### src/hdl/slc_map.vh
`ifndef SLC_MAP_VH
`define SLC_MAP_VH
// ----------------------------------------
// Register offsets (byte addresses)
// ----------------------------------------
`define SLC_G_COMMON   8'h00
`define SLC_G_IB       8'h04
`define SLC_G_OB_SER   8'h08
`define SLC_G_PLL      8'h0c
`define SLC_G_MISC     8'h10
`define SLC_M_COMMON   8'h20
`define SLC_M_IB       8'h24
`define SLC_M_OB_SER   8'h28
`define SLC_M_PLL      8'h2c
`define SLC_M_MISC     8'h30
`define SLC_STATUS     8'h3c
// ----------------------------------------
// Common register fields
// ----------------------------------------
`define SLC_C_LANE_ON  0
`define SLC_C_MACRO_SYSTEM_RESET  1
`define SLC_C_ELOOP    2
`define SLC_C_FLOOP    3
`define SLC_C_QUARTER_RATE_SEL    4
`define SLC_C_HALF_RATE_SEL    5
// ----------------------------------------
// Input buffer fields
// ----------------------------------------
`define SLC_I_FIBER    0
`define SLC_I_DET_ON   1
`define SLC_I_DET_LSB  4
`define SLC_I_EQG_LSB  8
`define SLC_I_CRN_LSB  12
`define SLC_I_OFFS     16
`define SLC_I_DCC      17
`define SLC_I_CMV      18
`define SLC_I_HYST     19
`define SLC_I_HLV_LSB  20
// ----------------------------------------
// Output buffer / serializer fields
// ----------------------------------------
`define SLC_O_SWG_LSB  0
`define SLC_O_SLP_LSB  4
`define SLC_O_DEEMPH   8
`define SLC_O_IDLE     9
`define SLC_O_ALIGN    10
// ----------------------------------------
// PLL fields
// ----------------------------------------
`define SLC_P_CAL_LSB  0
`define SLC_P_FSM_ON   8
`define SLC_P_ROT_FRQ  9
`define SLC_P_ROT_DIR  10
`define SLC_P_ROT_ON   11
// ----------------------------------------
// Misc fields
// ----------------------------------------
`define SLC_X_LANE_RST 0
`define SLC_X_CDR_OS   1
`define SLC_X_TX_LPI   2
`define SLC_X_RX_LPI   3
`define SLC_X_TX_INV   4
`define SLC_X_RX_INV   5
`define SLC_X_CDR_LSB  8
// ----------------------------------------
// Reset values, writable-bit masks and swing limit
// ----------------------------------------
`define SLC_RST_COMMON 32'h0000_0000
`define SLC_RST_IB     32'h0005_0000
`define SLC_RST_OB_SER 32'h0000_000c
`define SLC_RST_PLL    32'h0000_0000
`define SLC_RST_MISC   32'h0000_0001
`define SLC_MASK_COMMON 32'h0000_003f
`define SLC_MASK_IB     32'h00ff_ff13
`define SLC_MASK_OB_SER 32'h0000_07ff
`define SLC_MASK_PLL    32'h0000_0fff
`define SLC_MASK_MISC   32'h0000_033f
`define SLC_SWING_MAX   4'he
`endif

### src/hdl/slc_lane_cfg.v
// Behaviour
// - Phase align bit drives serializer alignment, applied in facility loopback.
// - Signal detect has threshold enable and threshold level fields.
// - DC couple and CMV termination bits select termination mode.
// - Hysteresis has own enable and separate level field.
// - Swing code steps 50 mV from 0.4 V to 1.1 V, clamped.
// - One bit switches fixed 3 dB de-emphasis on or off.
// - Electrical idle bit forces output below 30 mV.
// - Both LPI enables hand buffer activity to the PCS.
// - Separate tx and rx polarity flips invert serial data.
// - Multirate lane offers four rates; 100 Mbps by oversampling.
// - Multirate lane held in reset until enable and both resets released.
// - Equipment loopback routes serializer to deserializer, output still active.
// - Facility loopback routes recovered clock and data to serializer.
// - Gigabit lane held in reset until enable and both resets released.
//
// Design decisions made here: the placing of the registers and register access over Wishbone.
`timescale 1ns/10ps
`include "slc_map.vh"
module slc_lane_cfg #(
    parameter LANES = 2
) (
    // Clock and reset
    input  wire             clk_i,
    input  wire             rst_i,
    // Wishbone slave
    input  wire             wb_cyc_i,
    input  wire             wb_stb_i,
    input  wire             wb_we_i,
    input  wire [7:0]       wb_adr_i,
    input  wire [3:0]       wb_sel_i,
    input  wire [31:0]      wb_dat_i,
    output reg  [31:0]      wb_dat_o,
    output reg              wb_ack_o,
    output reg              wb_err_o,
    // PCS quiet requests
    input  wire [LANES-1:0] pcs_lpi_tx_quiet_i,
    input  wire [LANES-1:0] pcs_lpi_rx_quiet_i,
    // Per-lane macro controls, one bit or field per lane kind
    output reg  [LANES-1:0] lane_active_o,
    output reg  [LANES-1:0] pll_cal_go_o,
    output reg  [LANES-1:0] equipment_loopback_on_o,
    output reg  [LANES-1:0] facility_loopback_on_o,
    output reg  [LANES-1:0] serializer_phase_align_on_o,
    output reg  [LANES-1:0] tx_buffer_on_o,
    output reg  [LANES-1:0] rx_buffer_on_o,
    output reg  [LANES-1:0] tx_polarity_flip_o,
    output reg  [LANES-1:0] rx_polarity_flip_o,
    output reg  [LANES-1:0] tx_electrical_idle_o,
    output reg  [LANES-1:0] tx_deemphasis_on_o,
    output reg  [4*LANES-1:0] output_swing_setting_o,
    output reg  [LANES-1:0] multirate_oversample_o,
    output reg  [32*LANES-1:0] ib_cfg_o,
    output reg  [32*LANES-1:0] pll_cfg_o,
    output reg  [32*LANES-1:0] common_cfg_o,
    output reg  [32*LANES-1:0] misc_cfg_o
);

// ----------------------------------------
// Register storage: lane 0 gigabit, lane 1 multirate
// ----------------------------------------
reg  [31:0] common_r [0:LANES-1];
reg  [31:0] ib_r     [0:LANES-1];
reg  [31:0] ob_r     [0:LANES-1];
reg  [31:0] pll_r    [0:LANES-1];
reg  [31:0] misc_r   [0:LANES-1];
reg  [LANES-1:0] fsm_on_d_r;
wire        req      = wb_cyc_i & wb_stb_i & ~wb_ack_o & ~wb_err_o;
wire        lane_sel = wb_adr_i[5];
wire [7:0]  loc      = {3'h0, wb_adr_i[4:0]};
wire        mapped   = (wb_adr_i[1:0] == 2'h0) & (wb_adr_i < 8'h34 | wb_adr_i == `SLC_STATUS)
                       & (loc <= `SLC_G_MISC | wb_adr_i == `SLC_STATUS);
wire [31:0] wmask    = {{8{wb_sel_i[3]}}, {8{wb_sel_i[2]}}, {8{wb_sel_i[1]}}, {8{wb_sel_i[0]}}};

// ----------------------------------------
// Bus access
// ----------------------------------------
reg  [31:0] rd_nxt;
integer k;
always @* begin
    rd_nxt = 32'h0000_0000;
    if (wb_adr_i == `SLC_STATUS) begin
        for (k = 0; k < LANES; k = k + 1) begin
            rd_nxt[k]     = lane_active_o[k];
            rd_nxt[8 + k] = pll_cal_go_o[k];
        end
    end else begin
        case (loc)
            `SLC_G_COMMON: rd_nxt = common_r[lane_sel];
            `SLC_G_IB:     rd_nxt = ib_r[lane_sel];
            `SLC_G_OB_SER: rd_nxt = ob_r[lane_sel];
            `SLC_G_PLL:    rd_nxt = pll_r[lane_sel];
            `SLC_G_MISC:   rd_nxt = misc_r[lane_sel];
            default:       rd_nxt = 32'h0000_0000;
        endcase
    end
end

always @(posedge clk_i) begin
    if (rst_i) begin
        wb_ack_o <= 1'b0;
        wb_err_o <= 1'b0;
        wb_dat_o <= 32'h0000_0000;
    end else begin
        wb_ack_o <= req & mapped;
        wb_err_o <= req & ~mapped;
        wb_dat_o <= (req & mapped & ~wb_we_i) ? rd_nxt : 32'h0000_0000;
    end
end

// ----------------------------------------
// Per-lane registers and derived controls
// ----------------------------------------
genvar g;
generate
    for (g = 0; g < LANES; g = g + 1) begin : lane
        wire wr = req & mapped & wb_we_i & (lane_sel == g) & (wb_adr_i != `SLC_STATUS);
        wire [31:0] swing_raw = ob_r[g] >> `SLC_O_SWG_LSB;
        // Codes above the top step would overdrive past 1.1 V, so they clamp
        wire [3:0]  swing     = (swing_raw[3:0] > `SLC_SWING_MAX) ? `SLC_SWING_MAX
                                                                  : swing_raw[3:0];
        wire lpi_own = misc_r[g][`SLC_X_TX_LPI] & misc_r[g][`SLC_X_RX_LPI];
        wire active  = common_r[g][`SLC_C_LANE_ON] & common_r[g][`SLC_C_MACRO_SYSTEM_RESET]
                       & ~misc_r[g][`SLC_X_LANE_RST];
        always @(posedge clk_i) begin
            if (rst_i) begin
                common_r[g] <= `SLC_RST_COMMON;
                ib_r[g]     <= `SLC_RST_IB;
                ob_r[g]     <= `SLC_RST_OB_SER;
                pll_r[g]    <= `SLC_RST_PLL;
                misc_r[g]   <= `SLC_RST_MISC;
            end else if (wr) begin
                // Every field read/write per lane
                case (loc)
                    `SLC_G_COMMON: common_r[g] <= ((common_r[g] & ~wmask) | (wb_dat_i & wmask))
                                                  & `SLC_MASK_COMMON;
                    `SLC_G_IB:     ib_r[g]     <= ((ib_r[g] & ~wmask) | (wb_dat_i & wmask))
                                                  & `SLC_MASK_IB;
                    `SLC_G_OB_SER: ob_r[g]     <= ((ob_r[g] & ~wmask) | (wb_dat_i & wmask))
                                                  & `SLC_MASK_OB_SER;
                    `SLC_G_PLL:    pll_r[g]    <= ((pll_r[g] & ~wmask) | (wb_dat_i & wmask))
                                                  & `SLC_MASK_PLL;
                    `SLC_G_MISC:   misc_r[g]   <= ((misc_r[g] & ~wmask) | (wb_dat_i & wmask))
                                                  & `SLC_MASK_MISC;
                    default:       common_r[g] <= common_r[g];
                endcase
            end
        end
        always @(posedge clk_i) begin
            if (rst_i) begin
                lane_active_o[g]               <= 1'b0;
                pll_cal_go_o[g]                <= 1'b0;
                fsm_on_d_r[g]                  <= 1'b0;
                equipment_loopback_on_o[g]     <= 1'b0;
                facility_loopback_on_o[g]      <= 1'b0;
                serializer_phase_align_on_o[g] <= 1'b0;
                tx_buffer_on_o[g]              <= 1'b0;
                rx_buffer_on_o[g]              <= 1'b0;
                tx_polarity_flip_o[g]          <= 1'b0;
                rx_polarity_flip_o[g]          <= 1'b0;
                tx_electrical_idle_o[g]        <= 1'b0;
                tx_deemphasis_on_o[g]          <= 1'b0;
                output_swing_setting_o[4*g +: 4] <= 4'h0;
                multirate_oversample_o[g]      <= 1'b0;
                ib_cfg_o[32*g +: 32]           <= 32'h0000_0000;
                pll_cfg_o[32*g +: 32]          <= 32'h0000_0000;
                common_cfg_o[32*g +: 32]       <= 32'h0000_0000;
                misc_cfg_o[32*g +: 32]         <= 32'h0000_0000;
            end else begin
                lane_active_o[g] <= active;
                fsm_on_d_r[g]    <= pll_r[g][`SLC_P_FSM_ON];
                // Calibration starts on the FSM enable rising while the macro system reset bit is set, whatever the lane reset bit
                pll_cal_go_o[g]  <= pll_r[g][`SLC_P_FSM_ON] & ~fsm_on_d_r[g]
                                    & common_r[g][`SLC_C_MACRO_SYSTEM_RESET];
                // Facility loopback wins if software breaks the exclusion
                facility_loopback_on_o[g]  <= active & common_r[g][`SLC_C_FLOOP];
                equipment_loopback_on_o[g] <= active & common_r[g][`SLC_C_ELOOP]
                                              & ~common_r[g][`SLC_C_FLOOP];
                serializer_phase_align_on_o[g] <= ob_r[g][`SLC_O_ALIGN]
                                                  & common_r[g][`SLC_C_FLOOP];
                // Under LPI the PCS quiet requests gate the buffers
                tx_buffer_on_o[g] <= active & ~(lpi_own & pcs_lpi_tx_quiet_i[g]);
                rx_buffer_on_o[g] <= active & ~(lpi_own & pcs_lpi_rx_quiet_i[g]);
                tx_polarity_flip_o[g] <= misc_r[g][`SLC_X_TX_INV];
                rx_polarity_flip_o[g] <= misc_r[g][`SLC_X_RX_INV];
                tx_electrical_idle_o[g] <= ob_r[g][`SLC_O_IDLE];
                tx_deemphasis_on_o[g]   <= ob_r[g][`SLC_O_DEEMPH];
                output_swing_setting_o[4*g +: 4] <= swing;
                // Fiber at 100 Mbps uses the oversampling CDR path
                multirate_oversample_o[g] <= misc_r[g][`SLC_X_CDR_OS]
                                             & ib_r[g][`SLC_I_FIBER];
                ib_cfg_o[32*g +: 32]     <= ib_r[g];
                pll_cfg_o[32*g +: 32]    <= pll_r[g];
                common_cfg_o[32*g +: 32] <= common_r[g];
                misc_cfg_o[32*g +: 32]   <= misc_r[g];
            end
        end
    end
endgenerate

endmodule

### config.mk
export PLATFORM = sky130hd
export DESIGN_NAME = slc_lane_cfg
export DESIGN_NICKNAME = d
export VERILOG_FILES = /design/src/hdl/slc_lane_cfg.v
export VERILOG_INCLUDE_DIRS = /design/src /design/src/hdl
export SDC_FILE = /design/constraint.sdc
export NUM_CORES = 1
export LEC_CHECK = 0
export ABC_CLOCK_PERIOD_IN_PS = 3260
export BUFFER_PORTS_ARGS = -buffer_cell sky130_fd_sc_hd__buf_2
export CAP_MARGIN = 20
export CORE_ASPECT_RATIO = 0.9
export CORE_MARGIN = 3
export CORE_UTILIZATION = 46
export DETAILED_ROUTE_END_ITERATION = 7
export GPL_ROUTABILITY_DRIVEN = 0
export PLACE_DENSITY = 0.86
export SYNTH_ARGS = -nofsm -noshare
export SYNTH_HDL_FRONTEND = slang
export SYNTH_SLANG_ARGS = --single-unit
### constraint.sdc
create_clock -name clk_i -period 3.26 [get_ports clk_i]
set_input_delay 0.163 -clock clk_i [delete_from_list [all_inputs] [get_ports clk_i]]
set_output_delay 0.163 -clock clk_i [all_outputs]
set_load 0.02 [all_outputs]
# After elaboration in Yosys (flattened, before gate mapping)
# Memories as Yosys holds them, arrays and structs flattened.
# Cells that the tools add are included.
[op_classes]
mul = 0
order_cmp = 4
div = 0
shift = 0
mux = 61
n_addsub = 0
bitwise_logic = 93
n_reduce_logical = 7
n_eq_ne = 6
[ops]
columns = ["operator", "count"]
rows = [
  ["one-hot mux 32 bit (5 select lines)", 1],
  ["two-way mux 32 bit", 4],
  ["AND 24 bit", 3],
  ["OR 24 bit", 2],
  ["two-way mux 1 bit", 44],
  ["AND 1 bit", 41],
  ["two-way mux 19 bit", 2],
  ["AND 12 bit", 2],
  ["two-way mux 12 bit", 2],
  ["NOT 24 bit", 1],
  ["OR 12 bit", 2],
  ["AND 11 bit", 2],
  ["two-way mux 11 bit", 2],
  ["OR 11 bit", 2],
  ["AND 10 bit", 2],
  ["OR 10 bit", 2],
  ["two-way mux 8 bit", 2],
  ["NOT 1 bit", 16],
  ["OR 1 bit", 14],
  ["AND 6 bit", 2],
  ["OR 6 bit", 2],
  ["equality test 5 x 4 -> 1 bit, second input constant", 2],
  ["equality test 8 x 6 -> 1 bit, second input constant", 1],
  ["> comparator 4 bit, second input constant", 2],
  ["12 further kinds", 16],
]
[totals]
out_inout_bits = 322
inputBits = 53
wordCells = 218
romBits = 0
ff_bits = 324
latch_bits = 0
memories = 5
ram_bits = 164
[memory_table]
columns = ["name", "depth", "word_bits", "rd", "rd_clocked_by_memory_dff", "wr", "line_no", "text"]
rows = [
  ["common_r", 2, 32, 3, 0, 2, "slc_lane_cfg.v:62", "reg [31:0] common_r [0:LANES-1];"],
  ["ib_r", 2, 19, 3, 0, 2, "slc_lane_cfg.v:63", "reg [31:0] ib_r [0:LANES-1];"],
  ["pll_r", 2, 12, 3, 0, 2, "slc_lane_cfg.v:65", "reg [31:0] pll_r [0:LANES-1];"],
  ["ob_r", 2, 11, 3, 0, 2, "slc_lane_cfg.v:64", "reg [31:0] ob_r [0:LANES-1];"],
  ["misc_r", 2, 8, 3, 0, 2, "slc_lane_cfg.v:66", "reg [31:0] misc_r [0:LANES-1];"],
]

# Longest topological paths before layout
# Gate-level depths: netlist (run 1).
[logic_depth]
ltp_word = 13
ltp_mapped = 7
depth_no_buf = 4

# Worst setup path after synthesis (run 1)
# OpenSTA, ideal clock, no wires.
[synth_timing]
path_type = "input -> register"
start = "input port wb_adr_i[2]"
end = "memory ib_r[0][0] (netlist name) (enable)"
required_time_ns = 2.839
slack_ns = 0.167
setup_time_ns = 0.421
path_stages = 5
n_path_buf = 1
arrival_ns = 2.672
cell_sequence = "clkbuf_2 > or4_4 > a21boi_4 > nand3_1 > o21ai_0"
[synth_rtl]
columns = ["item", "line_no", "text"]
rows = [
  ["start, declared", "slc_lane_cfg.v:30", "input wire [7:0] wb_adr_i,"],
  ["end, declared", "slc_lane_cfg.v:63", ""],
]

==> metrics.cfg, run 1 <==
[detailed_routing]
drtPass1Iterations=6
drc_errors=0
vias_per_cell=5.069
drt-initial-drc-count=791
vias=7741
finalWirelength_um=27930
drtAntennaViolNets=0
wl_per_cell_um=18.29

[hold_path]
hold_path.class=in2reg
hold-path-cell-count=3
hold_start=wb_dat_i[14]

[global_routing]
grt_max_degree=80
grt_pass1_wl_um=41790
grtUsageTotal_pct=20.08
grt_antenna_before_repair=2
gr-total-overflow=0
grt_pass1_vias=7475

[synth]
yosys_warnings=0
synth_edf_count=112
netlist_area_mm2=0.01132
yosys.area.top_type_share_pct=29.72
synth_cell_types=58
synth.most_common_cell=buf_4
ys_seq_area_share_pct=55.20
synth_top_cell_by_area=edfxtp_1
async_reset_ff_share_pct=0
ys.flop_type=dfxtp_1
synth_common_cells=buf_4 (178), dfxtp_1 (144), edfxtp_1 (112), nand2b_1 (109), nor2b_1 (108)
synth.ff_latch_count=256
synth_area_leaders=edfxtp_1 (30%), dfxtp_1 (25%), buf_4 (12%)
syn_avg_cell_area_um2=11.14
syn-instance-count=1016

[clock_tree]
insertion_delay_ns=0.53
numCtsBuffers=26
cts_tree=done
ctsRootBufferMaster=clkbuf_16
cts_resized=0
postCtsSetupBuffers=0
clkTransAtPathRegs_ns=0.06
htree_levels=1
cts.sinks=256
cts.path.max_buffers=3

[sta]
max_slew_margin_pct=40.19
period_needed_ns=2.533
min_period_over_period_pct=77.69
hold_slack_ns=0.01624
drv_slew=0
rsz0062_at_grt=no
finalSetupTns_ns=0
setup_viol=0
worst_slew_pin_slew_ns=0.8972
final_hold_viol_count=0
fmax_ghz=0.3948
clock_skew_ns=0.02770

[die]
num_rows=53
ios=375
die_w_um=171.3
initial_core_util_pct=47.67
fp.coreArea_mm2=0.02374
fp.dieH_um=154.8
die_area_mm2=0.02652

[critical_path]
r2r_slack_ns=0.73
crit_fanout=12
critPathCaptureType=flop
setup.worst_path.end=pll_r[0][2]
timing.rr.start=wb_ack_o
rr_worst_depth=4
cp-startpoint=wb_ack_o
crit_arrival_ns=2.88
r2r-end=pll_r[0][2]
crit_required_ns=3.61
path_class=reg2reg
cp-start-kind=flop

[power]
leakagePower_nw=5.497
p_per_area_mw_per_mm2=562.5
power_mw=7.229
peakVddDrop_uv=355.5

[flow_run]
cap_violations=0

[finish]
regArea_mm2=0.006246
n_fill_cell=1934
area_growth_pct=13.58
drive_above_1_share_pct=23.71
final_nets=1256
post-route-util_pct=54.14
fin_area_mm2=0.01285
multiInputGateArea_mm2=0.004177

[placed_design]
io_buffers=191
dpl_cell_area_mm2=0.01187
dpl.hpwl_um=19110

[outcome]
status=finished clean

[metrics by stage]
stage	setup slack [ns]	cells
6_report	0.7272	1527
5_1_grt	0.6572	1526
4_1_cts	0.7370	1525
3_5_place_dp	0.8147	1471
3_3_place_gp	0.8474	1471
2_1_floorplan	0.1669	1189
[cell families (layout without fill, tap and decap cells)]
logic type	after synthesis	in the layout	share of synthesized area, %
AO/OA/AOI/OAI	146	146	7.884
buffers and inverters	229	263	13.71
flip-flops	256	256	55.20
multiplexers	43	43	4.754
other	1	176	0.03314
AND/OR/NAND/NOR	341	341	18.42
[cell type report]
cell class                 count  share of cell area [%]
inverter                       6                  0.1752
tap                          302                   2.940
clock buffer                  37                   6.357
sequential                   256                   48.60
antenna                        2                 0.03894
multi-input combinational    704                   32.50
timing repair buffer         209                   8.625
clock inverter                11                  0.7691
[placed cells by master, fill, tap and decap left out, types with 3 or more instances in the layout]
master / count
buf_2: 190
conb_1: 174
dfxtp_1: 144
edfxtp_1: 112
nand2b_1: 109
nor2b_1: 108
a21oi_1: 94
nand2_1: 32
clkbuf_16: 30
mux2i_1: 29
nor2_1: 17
nand3_1: 15
buf_4: 13
nor3_1: 10
a21oi_2: 10
mux4_2: 8
a31oi_1: 8
nand3b_1: 8
and2_1: 7
inv_1: 6
mux2_2: 6
dlygate4sd3_1: 6
a21o_1: 5
o21ai_0: 5
and3_1: 5
nor3b_1: 4
o22a_1: 4
a211o_1: 4
clkbuf_8: 4
nor4_1: 3
a221oi_1: 3
clkbuf_1: 3
inv_4: 3
[flip-flops by register name (all words and copies together) (netlist names), 12 cells and up]
signal,count
misc_cfg_o,16
wb_dat_o,24
pll_cfg_o,24
misc_r,16
common_cfg_o,12
ob_r,22
common_r,12
ib_cfg_o,38
ib_r,38
pll_r,24
[worst min path at each step]
| stage | to |
|---|---|
| after global placement | rx_buffer_on_o[1] |
| after CTS | ib_r[0][9] |
| after floorplan | rx_buffer_on_o[0] |
| final | ib_r[0][9] |
| after global routing | ib_r[0][9] |
| after detailed placement | tx_buffer_on_o[1] |
[what timing repair did]
| action | in CTS | in global routing |
|---|---|---|
| hold buffers | 6 | 0 |
| setup endpoints to repair | 0 | 0 |
| hold endpoints to repair | 8 | 0 |
[routing by layer]
metal	global-route usage, %	wire length (um)	share of wire (%)	vias up
met3	5.035	3020	11	63
met5	0	13	0.047	-
li1	-	-	-	3490
met1	24.35	10170	36	3691
met4	7.663	919	3.3	2
met2	34.45	13800	49	495
[report_power, final]
part           total, mW  internal (mW)  switching (mW)
Clock               3.10           1.84            1.25
Sequential          3.49           3.43          0.0549
Combinational      0.645          0.167           0.478
Total               7.23           5.44            1.79
[worst max-delay path: stages, from the launching register on]
cell      delay (ns)
dfxtp_1         0.33
nor4bb_1        0.66
o2111a_1        0.45
nand3_1         0.55
a21oi_1         0.36
No activity file was read; power rests on OpenSTA's default activity.
==> inputs of run 2 (changes only) <==
--- a/config.mk
+++ b/config.mk
@@ -6,15 +6,15 @@
 export SDC_FILE = /design/constraint.sdc
 export NUM_CORES = 1
 export LEC_CHECK = 0
-export ABC_CLOCK_PERIOD_IN_PS = 3260
+export ABC_CLOCK_PERIOD_IN_PS = 2430
 export BUFFER_PORTS_ARGS = -buffer_cell sky130_fd_sc_hd__buf_2
 export CAP_MARGIN = 20
 export CORE_ASPECT_RATIO = 0.9
 export CORE_MARGIN = 3
-export CORE_UTILIZATION = 46
+export CORE_UTILIZATION = 51
 export DETAILED_ROUTE_END_ITERATION = 7
 export GPL_ROUTABILITY_DRIVEN = 0
-export PLACE_DENSITY = 0.86
+export PLACE_DENSITY = 0.9
 export SYNTH_ARGS = -nofsm -noshare
 export SYNTH_HDL_FRONTEND = slang
 export SYNTH_SLANG_ARGS = --single-unit
==> constraint.sdc (replaced) <==
create_clock -name clk_i -period 2.43 [get_ports clk_i]
set_input_delay 0.1215 -clock clk_i [delete_from_list [all_inputs] [get_ports clk_i]]
set_output_delay 0.1215 -clock clk_i [all_outputs]
set_load 0.02 [all_outputs]
==> run 2 against run 1 <==
Sequential share of layout area shrank 0.70 points; combinational power grew 40%; register-to-register slack lost 0.48 ns; via count grew 4.2%; setup slack lost 0.48 ns; first-iteration DRC count grew 4.9%; sequential power grew 34%; die area shrank 9.5%; count of clock-buffer cells in the layout shrank 2; clock skew shrank 0.00059 ns; highest routed layer is now met4.
==> metrics.cfg, run 2 (same netlist as run 1, synthesis figures left out) <==
[clock_tree]
htree_levels=1  ; unchanged
ctsHoldBuffers=16  ; was 6
numCtsBuffers=24  ; was 26
cts.path.max_buffers=3  ; unchanged
insertion_delay_ns=0.53  ; about the same
postCtsSetupBuffers=0  ; unchanged
cts_resized=0  ; unchanged
cts_tree=done  ; unchanged
ctsRootBufferMaster=clkbuf_16  ; unchanged
cts.sinks=256  ; unchanged
clkTransAtPathRegs_ns=0.06  ; about the same

[global_routing]
grtUsageTotal_pct=22.33  ; was 20.08%
grt_antenna_before_repair=2  ; unchanged
gr-total-overflow=0  ; unchanged
grt_pass1_vias=7598  ; was 7475
grt_pass1_wl_um=42120  ; was 41790 um
grt_max_degree=47  ; was 80

[critical_path]
cpPeakStageDelay_ns=0.66  ; about the same
rr_worst_depth=5  ; was 4
cp-start-kind=flop  ; unchanged
cpLargestDelayFamily=simple AND/OR/NAND/NOR gates  ; unchanged
crit_required_ns=2.68  ; was 3.61 ns
critPathCaptureType=flop  ; unchanged
cp_cell_sequence=or4bb_1 > nor3_4 > buf_4 > nand4_4 > a211o_1  ; was nor4bb_1 > o2111a_1 > nand3_1 > a21oi_1
r2r-end=ib_r[1][13]  ; was pll_r[0][2]
r2r_slack_ns=0.25  ; was 0.73 ns
timing.rr.start=wb_ack_o  ; unchanged
path_class=reg2reg  ; unchanged
crit_fanout=8  ; was 12
crit_arrival_ns=2.43  ; was 2.88 ns
crit_buf_inv=1  ; was 0
crit_slowest_cell=or4bb_1  ; was nor4bb_1

[hold_path]
hold_path.class=in2reg  ; unchanged
whs_endpoint=ib_r[1][7]  ; was ib_r[0][9]
hold_start=wb_dat_i[12]  ; was wb_dat_i[14]
hold-path-cell-count=3  ; unchanged

[die]
num_rows=51  ; was 53
die_w_um=163.0  ; was 171.3 um
fp.dieH_um=147.3  ; was 154.8 um
initial_core_util_pct=52.16  ; was 47.67%
fp.coreArea_mm2=0.02170  ; was 0.02374 mm^2
ios=375  ; unchanged
die_area_mm2=0.02401  ; was 0.02652 mm^2

[sta]
hold_slack_ns=0.02120  ; was 0.01624 ns
setup_viol=0  ; unchanged
max_slew_margin_pct=58.57  ; was 40.19%
rsz0062_at_grt=no  ; unchanged
final_hold_viol_count=0  ; unchanged
period_needed_ns=2.180  ; was 2.533 ns
drv_slew=0  ; unchanged
fmax_ghz=0.4587  ; was 0.3948 GHz
worst_slew_pin_slew_ns=0.6200  ; was 0.8972 ns
finalSetupTns_ns=0  ; unchanged
min_period_over_period_pct=89.71  ; was 77.69%
clock_skew_ns=0.02710  ; was 0.02770 ns

[detailed_routing]
vias_per_cell=5.209  ; was 5.069
finalWirelength_um=28630  ; was 27930 um
drc_errors=0  ; unchanged
drtAntennaViolNets=0  ; unchanged
wl_per_cell_um=18.49  ; was 18.29 um
drtPass1Iterations=7  ; was 6
drt-initial-drc-count=830  ; was 791
vias=8069  ; was 7741

[finish]
final_cell_mix=buf_2 (190), conb_1 (174), dfxtp_1 (144)  ; unchanged
n_fill_cell=1656  ; was 1934
area_growth_pct=15.25  ; was 13.58%
final_nets=1291  ; was 1256
drive_above_1_share_pct=24.76  ; was 23.71%
mostFrequentLayoutCell=buf_2  ; unchanged
reg_top3=ib_cfg_o x38, ib_r x38  ; unchanged

[placed_design]
io_buffers=191  ; unchanged
dpl.hpwl_um=19630  ; was 19110 um

[power]
p_per_area_mw_per_mm2=712.2  ; was 562.5 mW/mm^2
power_mw=9.288  ; was 7.229 mW
leakagePower_nw=5.621  ; was 5.497 nW
peakVddDrop_uv=465.0  ; was 355.5 uV

[outcome]
status=finished clean  ; unchanged

[flow_run]
cap_violations=0  ; unchanged

-- run 2: layout make-up --
class                           count  area, um^2  share of cell area, %
Clock buffer                       35       745.7                  5.718
Inverter                            6       22.52                 0.1727
Antenna cell                        2       5.005                0.03838
Multi-Input combinational cell    704        4177                  32.03
Timing Repair Buffer              246        1436                  11.01
Clock inverter                      9       45.04                 0.3454
Sequential cell                   256        6246                  47.89
Tap cell                          291       364.1                  2.792
-- run 2: worst max path at each step --
| stage | cells past startpoint | slack (ns) | to | start |
|---|---|---|---|---|
| 2_1_floorplan | 5 | -0.13 | ib_r[0][0] | wb_adr_i[2] |
| 3_3_place_gp | 6 | 0.30 | ob_r[0][10] | wb_adr_i[1] |
| 3_5_place_dp | 6 | 0.26 | ob_r[0][10] | wb_adr_i[1] |
| 4_1_cts | 5 | 0.28 | ib_r[1][13] | wb_ack_o |
| 5_1_grt | 4 | 0.21 | misc_r[1][6] | wb_ack_o |
| 6_report | 5 | 0.25 | ib_r[1][13] | wb_ack_o |
-- run 2: per-stage QoR --
step                worst slack, ns  utilization [%]  area [um^2]  cells
floorplan                   -0.1295                -        11970   1189
global placement             0.2953            55.70        12090   1487
detailed placement           0.2607            55.70        12090   1487
CTS                          0.2790            60.09        13040   1547
global route                 0.2123            60.10        13040   1548
finish                       0.2502            60.11        13040   1549
-- run 2: report_power, final --
| part | total [mW] | internal [mW] | switching, mW |
|---|---|---|---|
| Combinational | 0.905 | 0.251 | 0.653 |
| Clock | 3.70 | 2.13 | 1.57 |
| Sequential | 4.68 | 4.61 | 0.0742 |
-- run 2: metal layers --
layer	part of all wire [%]	GRT usage [%]	vias up
li1	-	-	3556
met1	36	27.55	3848
met2	48	37.27	563
met3	11	5.357	102
met4	4.5	10.02	0
met5	0	0	-
-- run 2: worst min-delay path, delay by kind of cell --
| kind | cells | cell delay [ns] |
|---|---|---|
| compound gates | 1 | 0.13 |
| simple gates | 1 | 0.09 |
| buf+inv | 1 | 0.08 |
